<file path="src/tig_pkg.sv">
package tig_pkg;
  // Bus geometry
  localparam int ADDR_W = 18;
  localparam int DATA_W = 32;

  // Register indices; byte address is four times the index
  localparam logic [15:0] IDX_MODE = 16'hFFBC;
  localparam logic [15:0] IDX_FALL = 16'hFFBD;
  localparam logic [15:0] IDX_RISE = 16'hFFBE;
  localparam logic [15:0] IDX_IRR  = 16'hFFC0;
  localparam logic [15:0] IDX_IEN  = 16'hFFC1;
  localparam logic [15:0] IDX_PMR  = 16'hFFC2;

  // Mode register fields
  localparam int MODE_OVF_HI = 7;
  localparam int MODE_OVF_LO = 6;
  localparam int MODE_OVF_IE = 5;
  localparam int MODE_IEGS = 4;
  localparam int MODE_CCLR = 2;
  localparam int MODE_CKS  = 0;
  localparam logic [7:0] MODE_CFG_MASK = 8'h3F;

  // Single-bit fields of the system registers
  localparam int IRR_TG_BIT  = 0;
  localparam int IEN_TG_BIT  = 0;
  localparam int PMR_CAP_BIT = 0;

  // Reset values and the counter's top value
  localparam logic [7:0] MODE_RST = 8'h00;
  localparam logic [7:0] CAP_RST  = 8'h00;
  localparam logic [7:0] CNT_RST  = 8'h00;
  localparam logic [7:0] CNT_MAX  = 8'hFF;

  // Clear-select and clock-select encodings
  localparam logic [1:0] CLR_NONE  = 2'h0;
  localparam logic [1:0] CLR_FALL  = 2'h1;
  localparam logic [1:0] CLR_RISE  = 2'h2;
  localparam logic [1:0] CLR_BOTH  = 2'h3;
  localparam logic [1:0] CKS_DIV64 = 2'h0;
  localparam logic [1:0] CKS_DIV32 = 2'h1;
  localparam logic [1:0] CKS_DIV2  = 2'h2;
  localparam logic [1:0] CKS_SUB2  = 2'h3;

  // Prescaler
  localparam int         PRE_W      = 6;
  localparam logic [5:0] DIV64_LAST = 6'h3F;
  localparam logic [4:0] DIV32_LAST = 5'h1F;

  // Least capture pulse width, in clock periods
  localparam int CAP_MIN_PULSE = 2;

  // AXI responses
  localparam logic [1:0] RESP_OKAY   = 2'h0;
  localparam logic [1:0] RESP_SLVERR = 2'h2;

  typedef enum {
    TIG_SEL_MODE,
    TIG_SEL_FALL,
    TIG_SEL_RISE,
    TIG_SEL_IRR,
    TIG_SEL_IEN,
    TIG_SEL_PMR,
    TIG_SEL_NONE
  } tig_sel_t;
endpackage

</file>
<file path="src/tig_timer.sv">
// Design decision made here: the AXI4-Lite slave port.
`timescale 1ns/1ns
`default_nettype none
// Contract
// 8-bit counter steps once per selected tick
// Four ticks: sys/64, sys/32, sys/2, sub/2
// Pin select 1 captures, 0 interval only
// Changing pin select may cause spurious capture
// Falling edge copies counter to falling register
// Rising edge copies counter to rising register
// Edge select 1: falling capture sets request
// Edge select 0: rising capture sets request
// Interrupt needs request flag and enable
// Wrap with overflow enable sets request
// Counter hidden from the bus
// Reset zeroes counter, captures, mode register
// Capture registers read-only, writes ignored
// Overflow flags: hardware sets, write 0 clears
// Overflow while input high with pin select 1 sets bit 7
// Mode register holds flags, enables, selects
// Clear counter on chosen capture edges
// Source holds pulses two clock periods
// Low-speed states count only on sub/2
// Clear select: none, fall, rise, both
// Clock select: /64, /32, /2, sub/2
// Overflow while low or interval sets low flag
// Synchronise pin, detect edges from samples
module tig_timer
  import tig_pkg::*;
(
  // Clock and reset
  input  wire logic              i_clk_sys,
  input  wire logic              i_rst,
  // Capture pin, sub-clock tick and chip state
  input  wire logic              i_cap_pin,
  input  wire logic              i_sub_tick,
  input  wire logic              i_low_speed,
  // AXI4-Lite write address
  input  wire logic              i_awvalid,
  input  wire logic [ADDR_W-1:0] i_awaddr,
  output var  logic              o_awready,
  // AXI4-Lite write data
  input  wire logic              i_wvalid,
  input  wire logic [DATA_W-1:0] i_wdata,
  input  wire logic [3:0]        i_wstrb,
  output var  logic              o_wready,
  // AXI4-Lite write response
  output var  logic              o_bvalid,
  output var  logic [1:0]        o_bresp,
  input  wire logic              i_bready,
  // AXI4-Lite read
  input  wire logic              i_arvalid,
  input  wire logic [ADDR_W-1:0] i_araddr,
  output var  logic              o_arready,
  output var  logic              o_rvalid,
  output var  logic [DATA_W-1:0] o_rdata,
  output var  logic [1:0]        o_rresp,
  input  wire logic              i_rready,
  // Interrupt
  output var  logic              o_irq
);

  function automatic tig_sel_t decode(input logic [ADDR_W-1:0] a);
    tig_sel_t s;
    s = TIG_SEL_NONE;
    if (a[1:0] == 2'h0) begin
      case (a[ADDR_W-1:2])
        IDX_MODE: s = TIG_SEL_MODE;
        IDX_FALL: s = TIG_SEL_FALL;
        IDX_RISE: s = TIG_SEL_RISE;
        IDX_IRR:  s = TIG_SEL_IRR;
        IDX_IEN:  s = TIG_SEL_IEN;
        IDX_PMR:  s = TIG_SEL_PMR;
        default:  s = TIG_SEL_NONE;
      endcase
    end
    return s;
  endfunction

  logic [7:0]        mode;
  logic [7:0]        fall_cap;
  logic [7:0]        rise_cap;
  logic [7:0]        cnt;
  logic              irq_flag;
  logic              irq_en;
  logic              cap_sel;
  logic [ADDR_W-1:0] aw_addr;
  logic [7:0]        w_byte;
  logic              w_lane0;
  logic [PRE_W-1:0]  pre;
  logic              sub_half;
  logic              sync1;
  logic              sync2;
  logic              lvl_prev;
  logic              lvl;
  logic              rise;
  logic              fall;
  logic              tick;
  logic              clr_now;
  logic              ovf;
  logic              wr_go;
  tig_sel_t          wsel;
  logic [1:0]        cks;
  logic [1:0]        cclr;

  assign cks  = mode[MODE_CKS +: 2];
  assign cclr = mode[MODE_CCLR +: 2];

  // Write address and data are taken independently; each ready
  // drops while its item is held and rises with the response.
  always_ff @(posedge i_clk_sys or posedge i_rst) begin
    if (i_rst) begin
      o_awready <= 1'b1;
      aw_addr   <= '0;
    end else if (o_awready && i_awvalid) begin
      o_awready <= 1'b0;
      aw_addr   <= i_awaddr;
    end else if (o_bvalid && i_bready) begin
      o_awready <= 1'b1;
    end
  end

  always_ff @(posedge i_clk_sys or posedge i_rst) begin
    if (i_rst) begin
      o_wready <= 1'b1;
      w_byte   <= 8'h00;
      w_lane0  <= 1'b0;
    end else if (o_wready && i_wvalid) begin
      o_wready <= 1'b0;
      w_byte   <= i_wdata[7:0];
      w_lane0  <= i_wstrb[0];
    end else if (o_bvalid && i_bready) begin
      o_wready <= 1'b1;
    end
  end

  assign wr_go = !o_awready && !o_wready && !o_bvalid;
  assign wsel  = decode(aw_addr);

  always_ff @(posedge i_clk_sys or posedge i_rst) begin
    if (i_rst) begin
      o_bvalid <= 1'b0;
      o_bresp  <= RESP_OKAY;
    end else if (wr_go) begin
      o_bvalid <= 1'b1;
      o_bresp  <= (wsel == TIG_SEL_NONE) ? RESP_SLVERR : RESP_OKAY;
    end else if (o_bvalid && i_bready) begin
      o_bvalid <= 1'b0;
    end
  end

  // Reads answer on the same edge that takes the address. The counter has
  // no address, so it can be neither read nor written.
  always_ff @(posedge i_clk_sys or posedge i_rst) begin
    if (i_rst) begin
      o_arready <= 1'b1;
      o_rvalid  <= 1'b0;
      o_rdata   <= '0;
      o_rresp   <= RESP_OKAY;
    end else if (o_arready && i_arvalid) begin
      o_arready <= 1'b0;
      o_rvalid  <= 1'b1;
      o_rresp   <= RESP_OKAY;
      o_rdata   <= '0;
      case (decode(i_araddr))
        TIG_SEL_MODE: o_rdata[7:0] <= mode;
        TIG_SEL_FALL: o_rdata[7:0] <= fall_cap;
        TIG_SEL_RISE: o_rdata[7:0] <= rise_cap;
        TIG_SEL_IRR:  o_rdata[IRR_TG_BIT] <= irq_flag;
        TIG_SEL_IEN:  o_rdata[IEN_TG_BIT] <= irq_en;
        TIG_SEL_PMR:  o_rdata[PMR_CAP_BIT] <= cap_sel;
        default:      o_rresp <= RESP_SLVERR;
      endcase
    end else if (o_rvalid && i_rready) begin
      o_rvalid  <= 1'b0;
      o_arready <= 1'b1;
    end
  end

  // Prescaler: a free-running count gives the /64, /32 and /2 ticks
  always_ff @(posedge i_clk_sys or posedge i_rst) begin
    if (i_rst) begin
      pre <= '0;
    end else begin
      pre <= pre + 1'b1;
    end
  end

  always_ff @(posedge i_clk_sys or posedge i_rst) begin
    if (i_rst) begin
      sub_half <= 1'b0;
    end else if (i_sub_tick) begin
      sub_half <= !sub_half;
    end
  end

  always_comb begin
    case (cks) // see R2
      CKS_DIV64: tick = (pre == DIV64_LAST);
      CKS_DIV32: tick = (pre[4:0] == DIV32_LAST);
      CKS_DIV2:  tick = pre[0];
      CKS_SUB2:  tick = i_sub_tick && sub_half;
      default:   tick = 1'b0;
    endcase
    // Only the sub-clock keeps running in the low-speed states
    if (i_low_speed && cks != CKS_SUB2) begin
      tick = 1'b0;
    end
  end

  // Two-flop synchroniser, then an edge detector on the gated level.
  // Gating by the pin select means dropping it while the pin is high
  // looks like a falling edge; that spurious capture is accepted.
  always_ff @(posedge i_clk_sys or posedge i_rst) begin
    if (i_rst) begin
      sync1    <= 1'b0;
      sync2    <= 1'b0;
      lvl_prev <= 1'b0;
    end else begin
      sync1    <= i_cap_pin;
      sync2    <= sync1;
      lvl_prev <= lvl;
    end
  end

  assign lvl  = cap_sel && sync2; // see R3
  assign rise = lvl && !lvl_prev;
  assign fall = !lvl && lvl_prev;

  assign clr_now = (rise && cclr[1]) || (fall && cclr[0]); // see R17
  assign ovf     = tick && !clr_now && (cnt == CNT_MAX);

  always_ff @(posedge i_clk_sys or posedge i_rst) begin
    if (i_rst) begin
      cnt <= CNT_RST;
    end else if (clr_now) begin
      cnt <= CNT_RST;
    end else if (tick) begin
      cnt <= cnt + 1'b1;
    end
  end

  // Captures take the count as it stands before any clear
  always_ff @(posedge i_clk_sys or posedge i_rst) begin
    if (i_rst) begin
      fall_cap <= CAP_RST;
      rise_cap <= CAP_RST;
    end else begin
      if (fall) begin
        fall_cap <= cnt; // see R5
      end
      if (rise) begin
        rise_cap <= cnt;
      end
    end
  end

  // Mode register: flags only clear on a written 0, and a set in the
  // same cycle wins over that clear.
  always_ff @(posedge i_clk_sys or posedge i_rst) begin
    if (i_rst) begin
      mode <= MODE_RST;
    end else begin
      if (wr_go && wsel == TIG_SEL_MODE && w_lane0) begin
        mode <= (w_byte & MODE_CFG_MASK) | (mode & w_byte & ~MODE_CFG_MASK); // see R16
      end
      if (ovf && lvl) begin
        mode[MODE_OVF_HI] <= 1'b1;
      end
      if (ovf && !lvl) begin
        mode[MODE_OVF_LO] <= 1'b1;
      end
    end
  end

  always_ff @(posedge i_clk_sys or posedge i_rst) begin
    if (i_rst) begin
      irq_flag <= 1'b0;
    end else if ((rise && !mode[MODE_IEGS]) || (fall && mode[MODE_IEGS]) ||
                 (ovf && mode[MODE_OVF_IE])) begin
      irq_flag <= 1'b1; // see R7 see R8
    end else if (wr_go && wsel == TIG_SEL_IRR && w_lane0 && !w_byte[IRR_TG_BIT]) begin
      irq_flag <= 1'b0;
    end
  end

  always_ff @(posedge i_clk_sys or posedge i_rst) begin
    if (i_rst) begin
      irq_en  <= 1'b0;
      cap_sel <= 1'b0;
    end else if (wr_go && w_lane0) begin
      if (wsel == TIG_SEL_IEN) begin
        irq_en <= w_byte[IEN_TG_BIT];
      end
      if (wsel == TIG_SEL_PMR) begin
        cap_sel <= w_byte[PMR_CAP_BIT];
      end
    end
  end

  always_ff @(posedge i_clk_sys or posedge i_rst) begin
    if (i_rst) begin
      o_irq <= 1'b0;
    end else begin
      o_irq <= irq_flag && irq_en;
    end
  end

  cnt_step_a: assert property (@(posedge i_clk_sys) disable iff (i_rst)
    tick && !clr_now |=> cnt == $past(cnt) + 8'h01)
    else $error("counter did not step on tick");

  low_speed_a: assert property (@(posedge i_clk_sys) disable iff (i_rst)
    i_low_speed && cks != CKS_SUB2 && !clr_now |=> $stable(cnt))
    else $error("counter moved in low-speed state");

  fall_capture_a: assert property (@(posedge i_clk_sys) disable iff (i_rst)
    i_cap_pin && cap_sel ##1 !i_cap_pin && cap_sel && $stable(cap_sel) ##2 !i_cap_pin
      |=> fall_cap == $past(cnt))
    else $error("falling capture missed");

  rise_capture_a: assert property (@(posedge i_clk_sys) disable iff (i_rst)
    rise |=> rise_cap == $past(cnt) && $stable(fall_cap))
    else $error("rising capture wrong");

  edge_clear_a: assert property (@(posedge i_clk_sys) disable iff (i_rst)
    (rise && cclr == CLR_RISE) || (fall && cclr == CLR_FALL) || (lvl != lvl_prev && cclr == CLR_BOTH)
      |=> cnt == CNT_RST)
    else $error("counter not cleared on edge");

  ovf_high_a: assert property (@(posedge i_clk_sys) disable iff (i_rst)
    tick && cnt == CNT_MAX && !clr_now && lvl |=> mode[MODE_OVF_HI] && (irq_flag || !$past(mode[MODE_OVF_IE])))
    else $error("high overflow not flagged");

  ovf_low_a: assert property (@(posedge i_clk_sys) disable iff (i_rst)
    ovf && !cap_sel |=> mode[MODE_OVF_LO] && !$rose(mode[MODE_OVF_HI]))
    else $error("low overflow not flagged");

  flag_keep_a: assert property (@(posedge i_clk_sys) disable iff (i_rst)
    mode[MODE_OVF_HI] && !(wr_go && wsel == TIG_SEL_MODE && w_lane0 && !w_byte[MODE_OVF_HI])
      |=> mode[MODE_OVF_HI])
    else $error("overflow flag lost without a zero write");

  cap_irq_a: assert property (@(posedge i_clk_sys) disable iff (i_rst) // see R7
    (fall && mode[MODE_IEGS]) || (rise && !mode[MODE_IEGS]) |=> irq_flag)
    else $error("capture did not raise request");

  irq_gate_a: assert property (@(posedge i_clk_sys) disable iff (i_rst)
    o_irq |-> $past(irq_flag) && $past(irq_en))
    else $error("interrupt without flag and enable");

  ovf_irq_a: assert property (@(posedge i_clk_sys) disable iff (i_rst)
    ovf && mode[MODE_OVF_IE] |=> irq_flag)
    else $error("overflow did not raise request");

  cnt_hold_a: assert property (@(posedge i_clk_sys) disable iff (i_rst)
    !tick && !clr_now |=> $stable(cnt))
    else $error("counter moved without a tick");

  fall_keep_a: assert property (@(posedge i_clk_sys) disable iff (i_rst)
    !fall |=> $stable(fall_cap))
    else $error("falling capture changed without an edge");

  rise_keep_a: assert property (@(posedge i_clk_sys) disable iff (i_rst)
    !rise |=> $stable(rise_cap))
    else $error("rising capture changed without an edge");

  low_keep_a: assert property (@(posedge i_clk_sys) disable iff (i_rst)
    mode[MODE_OVF_LO] && !(wr_go && wsel == TIG_SEL_MODE && w_lane0 && !w_byte[MODE_OVF_LO])
      |=> mode[MODE_OVF_LO])
    else $error("low overflow flag lost without a zero write");

endmodule
`default_nettype wire

</file>
<file path="config.mk">
export PLATFORM = sky130hd
export DESIGN_NAME = tig_timer
export DESIGN_NICKNAME = d
export VERILOG_FILES = /design/src/tig_pkg.sv /design/src/tig_timer.sv
export SDC_FILE = /design/constraint.sdc
export NUM_CORES = 1
export LEC_CHECK = 0
export BUFFER_PORTS_ARGS = -buffer_cell sky130_fd_sc_hd__buf_2
export CAP_MARGIN = 20
export CORE_ASPECT_RATIO = 0.7
export CORE_MARGIN = 2
export CORE_UTILIZATION = 50
export CTS_CLUSTER_DIAMETER = 50
export DETAILED_ROUTE_END_ITERATION = 7
export PLACE_DENSITY = 0.8
export SETUP_SLACK_MARGIN = 0.4
export SYNTH_ARGS = -nofsm -noshare
export SYNTH_HDL_FRONTEND = slang
export SYNTH_SLANG_ARGS = --single-unit
</file>
<file path="constraint.sdc">
create_clock -name i_clk_sys -period 4.27 [get_ports i_clk_sys]
set_input_delay 0.427 -clock i_clk_sys [delete_from_list [all_inputs] [get_ports i_clk_sys]]
set_output_delay 0.427 -clock i_clk_sys [all_outputs]
set_load 0.01 [all_outputs]
</file>
==> run metrics, run 1 <==
VDD IR-drop max 0.000394 V; Setup TNS 0 ns; critical path arrival 2.59 ns; mean post-synth cell area 12.0 um^2; drt first pass iters 4; Critical R2R Launch o_arready; cts bufs inserted 9; Reg2Reg Depth 4; Tot GR Track Use 0.195; Initial Util 0.521; final count of hold timing violations 0; Clock Pin Slew Worst Setup and Hold Paths 0.06 ns; Setup Buffers After CTS 0; Worst-Skew Late Latency 0.33 ns; Inserted Diodes 0; Final period util 0.552; Worst setup SP type register; H-tree depth 3; gr ovfl total 0; I/O pins 124; # hold bufs at CTS 0; Initial DRC Count 115; sequential area share after synthesis 0.534; skew final 0.00695 ns; max-slew violations 0; worst-path maximum fanout 11; Tmin final 2.36 ns; Fmax achieved 425 MHz; CTS tree yes; CP Capture Type register; first-pass GRT wire length 13700 um; Slew HR 0.424; via count 2860; mapped cell area 4130 um^2; Power Density 486 nW/um^2; share of the synthesized area in the top cell type 0.515; Routability Congestion 0.807; top post-synthesis cells by area dfrtp_1 (51%), mux2_2 (14%), buf_4 (4.9%); maxcap violations 0; setup repair after global routing missed its margin no; Synth Warn # 0; Worst Path Required 4.50 ns; root buffer cell clkbuf_16; Unique masters post-synth 48; total routed wirelength 8440 um; FF-to-FF setup slack 1.91 ns; cells after synthesis 344; clk sinks 88; DIE AREA 9020 um^2; maximum number of pins on one net before global-route repair 46; initial antenna violation count 0; clock buffer depth 2; nets@finish 504; design area 4800 um^2; Post-DP HPWL 6170 um; Setup CP Type register to register; core area 7940 um^2; drt wl/cell 16.1 um; Post-synth EDFFs 0; status completed; Slew @ Worst Pin 0.860 ns; Hold WC Path Type input port to async pin; post_cts resized 0; critical path endpoint o_rdata[5]; # DRC 0; die width 113 um; Yosys top cell by area dfrtp_1; Power, Total 2.33 mW; num rows 27; reg-to-reg endpoint o_rdata[5]; leakage power 2.31 nW; vias in the first global route 2829; Async SR Flop Fraction 1.00; most frequent cell after synthesis dfrtp_1; Post-synth top cells dfrtp_1 (85), mux2_2 (51), buf_4 (27), o21ai_0 (19); Final Util 0.604; Setup crit start o_arready; Post-Place Cell Area 4480 um^2; share of layout cells above drive strength 1 0.354; post-route ant nets 0; Via density 5.45; flops & latches, synth 88; Area growth, synth to finish 16.1%; Die Y-Extent 80.1 um; port buffer count 70; Final Setup Violations 0; top_reg_cell synth dfrtp_1
-- report_power, final --
part	internal [mW]	leakage (nW)	switching [mW]
clock	0.510	0.148	0.309
sequential	1.00	1.10	0.143
combinational	0.202	1.07	0.167
total	1.71	2.31	0.618
-- layout make-up --
cell class              count  area, um^2
fillers                   622        3140
flip-flops and latches     88        2210
multi-input cells         240        1750
repair buffers             73         373
clock buffers              10         229
well taps                 101         126
clock inverters             6        85.1
inverters                   7        27.5
-- cells by family (layout without fill, tap and decap cells) --
logic type / after synthesis / after routing / share of synthesized area
simple gates: 93 / 93 / 0.132
other cells: 1 / 26 / 0.000907
compound gates: 45 / 45 / 0.0678
flops: 88 / 88 / 0.534
buf+inv: 41 / 96 / 0.0654
mux: 64 / 64 / 0.172
xor+xnor: 9 / 9 / 0.0191
fa+ha+maj: 3 / 3 / 0.00908
-- sequential cells by signal, summed over array words and instances, names as in the netlist, 6 cells and up --
| name | flops |
|---|---|
| mode | 8 |
| w_byte | 8 |
| rise_cap | 8 |
| o_rdata | 8 |
| cnt | 8 |
| pre | 6 |
| fall_cap | 8 |
| aw_addr | 18 |
-- how the worst min path moves through the flow --
stage	cells after the start	endpoint	start	slack (ns)
after CTS	1	sync1	i_cap_pin	0.19
after global placement	0	sync2	sync1	0.33
after floorplan	0	sync2	sync1	0.33
after detailed placement	0	sync2	sync1	0.34
final	2	w_byte[4]	i_rst	0.19
after global routing	1	sync1	i_cap_pin	0.19
-- critical path: stages (launching register included) --
cell and delay [ns]:
dfstp_2 0.55, nand2_1 0.29, nor4b_1 0.69, nand3b_1 0.43, o21ai_0 0.30
-- per-layer routing --
layer / vias to the layer above / part of all wire / global-route usage
met5: - / 0 / 0
li1: 1351 / - / -
met1: 1410 / 0.46 / 0.263
met2: 93 / 0.48 / 0.314
met4: 0 / 0.0088 / 0.0671
met3: 6 / 0.058 / 0.0453
-- metrics by stage --
stage	worst slack, ns	cells	hold WS, ns
2_1_floorplan	1.57	369	0.331
3_3_place_gp	2.00	509	0.333
3_5_place_dp	1.99	509	0.345
4_1_cts	1.91	525	0.187
5_1_grt	1.71	525	0.192
6_report	1.91	525	0.192
-- cells in the final DEF, fill, tap and decap left out, drive strengths merged, types with 2 or more instances in the layout --
cell type	count
a211oi	3
a21oi	5
a22oi	7
a31oi	2
and2	2
and3	4
buf	73
bufinv	2
clkbuf	10
clkinv	3
clkinvlp	2
conb	26
dfrtp	85
dfstp	3
ha	3
inv	6
mux2	52
mux2i	12
nand2	15
nand3	12
nand3b	6
nand4	7
nand4b	3
nor2	15
nor2b	2
nor3	8
nor4	4
o211ai	2
o21ai	21
or3	4
or4	4
xnor2	4
xor2	5
No activity file was read; power rests on OpenSTA's default activity.
==> run 2, diff against run 1 <==
--- a/config.mk
+++ b/config.mk
@@ -9,10 +9,10 @@
 export CAP_MARGIN = 20
 export CORE_ASPECT_RATIO = 0.7
 export CORE_MARGIN = 2
-export CORE_UTILIZATION = 50
+export CORE_UTILIZATION = 47
 export CTS_CLUSTER_DIAMETER = 50
 export DETAILED_ROUTE_END_ITERATION = 7
-export PLACE_DENSITY = 0.8
+export PLACE_DENSITY = 0.79
 export SETUP_SLACK_MARGIN = 0.4
 export SYNTH_ARGS = -nofsm -noshare
 export SYNTH_HDL_FRONTEND = slang
==> constraint.sdc (replaced) <==
create_clock -name i_clk_sys -period 2.15 [get_ports i_clk_sys]
set_input_delay 0.215 -clock i_clk_sys [delete_from_list [all_inputs] [get_ports i_clk_sys]]
set_output_delay 0.215 -clock i_clk_sys [all_outputs]
set_load 0.01 [all_outputs]
==> run 2 against run 1 <==
Effect of this change: via count grew 2.8%; wire length grew 5.5%; non-clock buffer count grew 20; die area grew 6.1%; maximum frequency grew 17%; sequential power grew 98%; worst setup slack lost 1.8 ns.
==> run metrics, run 2 (synthesized netlist as in run 1, its figures left out) <==
Post-DP HPWL 6220 um (+0.73%); Final period util 0.935 (+0.384); drt wl/cell 15.8 um (-1.6%); CP Capture Type register; H-tree depth 3 (unchanged); final count of hold timing violations 0 (unchanged); maxcap violations 0 (unchanged); vias in the first global route 2782 (-1.7%); clock share of power 0.329 (-0.022); VDD IR-drop max 0.000607 V (+54%); Area growth, synth to finish 24.0%; Critical R2R Launch aw_addr[4]; reg-to-reg endpoint irq_flag; Tot GR Track Use 0.192 (-0.00333); Power Density 908 nW/um^2 (+87%); FF-to-FF setup slack 0.14 ns (-1.78 ns); Max Used Layer met4; die width 116 um (+3.0%); port buffer count 70 (unchanged); combinational share of power 0.185 (+0.027); max-slew violations 0 (unchanged); met2 wire len 4270 um (+6.4%); I/O pins 124 (unchanged); num rows 28 (+3.7%); total routed wirelength 8910 um (+5.5%); setup ws final 0.139 ns (-1.78 ns); DIE AREA 9570 um^2 (+6.1%); most common cell after layout, fill and taps aside dfrtp_1; met3 wire length 438 um (-11%); Slew HR 0.429 (+0.00425); maximum number of pins on one net before global-route repair 39 (-15%); max FFs per register 18 (unchanged); Reg2Reg Depth 6 (+2); sequential share of power 0.486 (-0.004); multi-input logic area 1910 um^2 (+8.9%); critical path arrival 2.24 ns (-0.35 ns); cts bufs inserted 9 (unchanged); Setup TNS 0 ns (unchanged); Power, Total 4.65 mW (+99%); status completed; most frequent cells in the layout dfrtp_1 (85), buf_2 (70), mux2_2 (46); CTS tree yes; Initial Util 0.487 (-0.0331); initial antenna violation count 0 (unchanged); Pint 3.35 mW (+96%); Slew @ Worst Pin 0.855 ns (-0.00500 ns); register area 2210 um^2 (unchanged); Worst setup SP type register; Filler Cells Inserted 716 (+15%); Die Y-Extent 82.5 um (+3.0%); via count 2939 (+2.8%); NetSw 1.30 mW (+110%); Switching Fraction 0.279 (+0.0142); setup repair after global routing missed its margin yes; drt first pass iters 5 (+1); post-place setup slack 0.121 ns (-1.87 ns); clk sinks 88 (unchanged); Hold WC Path Type input port to async pin; Hold WS 0.0310 ns (-0.161 ns); leakage power 2.45 nW (+5.9%); Via density 5.22 (-4.2%); Worst-Skew Late Latency 0.34 ns (about the same); most flop-heavy register aw_addr; Tmin final 2.01 ns (-0.344 ns); nets@finish 524 (+4.0%); Routability Congestion 0.804 (-0.37%); fin cells 563 (+7.2%); skew final 0.00803 ns (+0.00108 ns); Setup CP Type register to register; Worst Path Required 2.37 ns (-2.13 ns); core area 8480 um^2 (+6.8%); Inserted Diodes 0 (unchanged); Clock Pin Slew Worst Setup and Hold Paths 0.06 ns (about the same); clock buffer depth 2 (unchanged); post-route ant nets 0 (unchanged); DRT met1 WL 4110 um (+6.3%); root buffer cell clkbuf_16; Cells after DPL 536 (+5.3%); worst-path maximum fanout 2 (-9); share of layout cells above drive strength 1 0.424 (+0.0706); first-pass GRT wire length 13800 um (+1.0%); Final Setup Violations 0 (unchanged); gr ovfl total 0 (unchanged); Initial DRC Count 148 (+29%); Fmax achieved 497 MHz (+17%); # DRC 0 (unchanged)
run 2: changes by cell type in the layout (fill, tap and decap cells not counted), sizes merged:
cell         before  now
bufinv            2    1
buf              73   92
clkinvlp          2    3
dlygate4sd3       0    1
clkinv            3    2
run 2: power by group through the flow:
stage	Sequential [mW]	Clock, mW	Combinational, mW
after floorplan	2.24	0	0.579
after global placement	2.28	0	0.736
after detailed placement	2.30	0	0.768
after CTS	2.25	1.56	0.848
after global routing	2.31	1.63	0.942
final	2.26	1.53	0.860
run 2: worst max path at each step:
| stage | slack (ns) | start | endpoint | cells after the start |
|---|---|---|---|---|
| finish | 0.14 | aw_addr[4] | irq_flag | 6 |
| global route | 0.03 | aw_addr[4] | irq_flag | 6 |
| CTS | 0.19 | aw_addr[4] | irq_flag | 6 |
| detailed placement | 0.12 | pre[0] | irq_flag | 10 |
| global placement | 0.15 | aw_addr[4] | irq_flag | 6 |
| floorplan | 0.23 | aw_addr[4] | irq_flag | 6 |
run 2: critical path: stages, from the launching register on:
cell and delay [ns]:
dfrtp_1 0.38, or4b_1 0.53, or4_4 0.45, o41ai_2 0.21, nor2_1 0.07, nor3_1 0.16
o21ai_1 0.09
run 2: per-stage QoR:
| step | utilization | area, um^2 |
|---|---|---|
| 2_1_floorplan | - | 4300 |
| 3_3_place_gp | 0.549 | 4650 |
| 3_5_place_dp | 0.549 | 4650 |
| 4_1_cts | 0.598 | 5070 |
| 5_1_grt | 0.604 | 5120 |
| 6_report | 0.604 | 5120 |
run 2: layout make-up:
class                      instances  share of cell area
clock buffer                      10              0.0447
tap                              120              0.0293
sequential                        88               0.430
clock inverter                     5              0.0115
multi-input combinational        240               0.372
inverter                           7             0.00586
timing repair buffer              93               0.106
run 2: repair_timing:
action / in CTS / in global routing
setup buffers: 7 / 3
pin swaps: 7 / 4
hold buffers: 1 / 0
resized for setup: 15 / 8
endpoints found under the setup margin: 25 / 20
gates cloned: 1 / 0
hold endpoints to repair: 1 / 0
run 2: routing by layer:
layer  up-vias  global-route usage
li1       1391                   -
met1      1467               0.268
met2        71               0.293
met3        10              0.0606
met4         0              0.0488
met5         -                   0
==> run 3, diff against run 2 <==
==> constraint.sdc (replaced) <==
create_clock -name i_clk_sys -period 2.15 [get_ports i_clk_sys]
set_input_delay 0.215 -clock i_clk_sys [delete_from_list [all_inputs] [get_ports i_clk_sys]]
set_output_delay 0.215 -clock i_clk_sys [all_outputs]
set_load 0.005 [all_outputs]
==> run 3 against run 2 <==
Effect of this change: clock-buffer cell count is 3 higher; critical path depth is the same; final cell count is 0.18% higher; worst setup slack lost 0.013 ns; first-iteration DRC count down 19%; sequential power is essentially flat; total power down 1.9%; register-to-register slack hardly changed; non-clock buffer count is the same; clock skew about the same; maximum frequency down 0.62%; final area grew 0.34%; largest power group unchanged.
==> run metrics, run 3 (synthesized netlist as in run 1, its figures left out) <==
status completed; share of layout cells above drive strength 1 0.432 (+0.00805); Filler Cells Inserted 710 (-0.84%); Worst setup SP type register; clk sinks 88 (unchanged); post-route ant nets 0 (unchanged); Tot GR Track Use 0.196 (+0.00443); clock share of power 0.320 (-0.009); most flop-heavy register aw_addr; Worst-Skew Late Latency 0.34 ns (about the same); NetSw 1.27 mW (-2.4%); Power Density 888 nW/um^2 (-2.2%); drt first pass iters 4 (-1); Fmax achieved 494 MHz (-0.62%); Clock Pin Slew Worst Setup and Hold Paths 0.06 ns (about the same); critical path arrival 2.25 ns (about the same); Tmin final 2.02 ns (+0.0126 ns); Die Y-Extent 82.5 um (unchanged); maximum number of pins on one net before global-route repair 55 (+41%); Slew HR 0.505 (+0.0760); drt wl/cell 15.6 um (-1.6%); Routability Congestion 0.826 (+2.7%); die width 116 um (unchanged); Top Usage Layer GRT met2; CTS tree yes; nets@finish 524 (unchanged); num rows 28 (unchanged); worst-path maximum fanout 2 (unchanged); crit path cell chain or4b_1 > or4_4 > o41ai_4 > nor2_1 > nor3_2 > o21ai_1; grt met1 use 0.256 (-0.0116); Initial DRC Count 120 (-19%); via count 2974 (+1.2%); clock buffer depth 2 (unchanged); Worst Path Required 2.37 ns (about the same); Final Setup Violations 0 (unchanged); final count of hold timing violations 0 (unchanged); Power, Total 4.56 mW (-1.9%); VDD IR-drop max 0.000662 V (+9.0%); gate family responsible for the most delay along the worst path simple AND/OR/NAND/NOR gates; setup repair after global routing missed its margin yes; most common cell after layout, fill and taps aside dfrtp_1; core area 8480 um^2 (unchanged); Pint 3.30 mW (-1.6%); max FFs per register 18 (unchanged); port buffer count 70 (unchanged); leakage power 2.46 nW (+0.40%); Via density 5.27 (+1.0%); # DRC 0 (unchanged); Area growth, synth to finish 24.4%; total routed wirelength 8780 um (-1.4%); skew final 0.00768 ns (-0.000353 ns); vias in the first global route 2958 (+6.3%); DIE AREA 9570 um^2 (unchanged); post-place setup slack 0.0925 ns (-0.0285 ns); Hold WC Path Type input port to register; initial antenna violation count 0 (unchanged); Final Util 0.607 (+0.00207); root buffer cell clkbuf_16; Slew @ Worst Pin 0.741 ns (-0.114 ns); combinational share of power 0.180 (-0.005); cts bufs inserted 9 (unchanged); critical path's largest stage delay 0.51 ns (-0.02 ns); CP Capture Type register; Post-DP HPWL 6350 um (+2.1%); setup ws final 0.126 ns (-0.0126 ns); slowest cell on the critical path or4b_1; gr ovfl total 0 (unchanged); I/O pins 124 (unchanged); Inserted Diodes 0 (unchanged); Switching Fraction 0.278 (-0.00152); Setup TNS 0 ns (unchanged); max-slew violations 0 (unchanged); WP buf/inv 0 (unchanged); Final period util 0.941 (+0.00587); Setup CP Type register to register; H-tree depth 3 (unchanged); Global Route met3 Usage 0.0562 (-0.00438); met2 Use GR 0.322 (+0.0292); most frequent cells in the layout dfrtp_1 (85), buf_2 (70), mux2_2 (46); sequential share of power 0.500 (+0.014); maxcap violations 0 (unchanged); first-pass GRT wire length 14300 um (+3.4%); Initial Util 0.487 (unchanged)
==> run 3: per-stage QoR <==
stage | hold WS (ns) | instances | instance area, um^2
floorplan | 0.246 | 369 | 4300
global route | 0.0202 | 564 | 5140
CTS | 0.0110 | 560 | 5040
finish | 0.0196 | 564 | 5140
global placement | 0.296 | 536 | 4650
detailed placement | 0.311 | 536 | 4650
==> run 3: layer usage <==
layer / vias to the layer above / share of wire / wire, um
met2: 90 / 0.48 / 4260
li1: 1393 / - / -
met1: 1479 / 0.44 / 3900
met3: 12 / 0.055 / 483
met5: - / 0 / 0
met4: 0 / 0.016 / 141
==> run 3: what timing repair did <==
| action | CTS | global route |
|---|---|---|
| cloned | 0 | 1 |
| buffers inserted | 6 | 3 |
| gates resized for setup | 16 | 16 |
| endpoints found under the hold margin | 20 | 0 |
| endpoints found under the setup margin | 26 | 25 |
| hold buffers | 2 | 0 |
| pin swaps | 5 | 8 |
==> run 3: final timing paths <==
check	from	endpoint	slack (ns)	cells past startpoint
worst max-delay path	aw_addr[4]	irq_flag	0.13	6
worst min-delay path	i_wvalid	o_wready	0.02	2
worst max register to register	aw_addr[4]	irq_flag	0.13	6
worst min register to register	sync1	sync2	0.35	0
max in group asynchronous	i_rst	pre[3]	1.02	4
min in group asynchronous	i_rst	o_rvalid	0.49	3
==> run 3: area by class of cell <==
cell class	instances	area, um^2	area share
multi-input combinational	240	1930	0.375
clock inverter	3	17.5	0.00341
clock buffer	13	260	0.0506
tap	120	150	0.0292
sequential	88	2210	0.429
inverter	7	30.0	0.00584
timing repair buffer	93	552	0.107
==> run 3: power groups by stage <==
stage,Combinational [mW],Clock [mW],Sequential [mW]
after floorplan,0.563,0,2.22
after global placement,0.683,0,2.27
after detailed placement,0.720,0,2.30
after CTS,0.795,1.49,2.26
after global routing,0.908,1.56,2.33
final,0.822,1.46,2.28
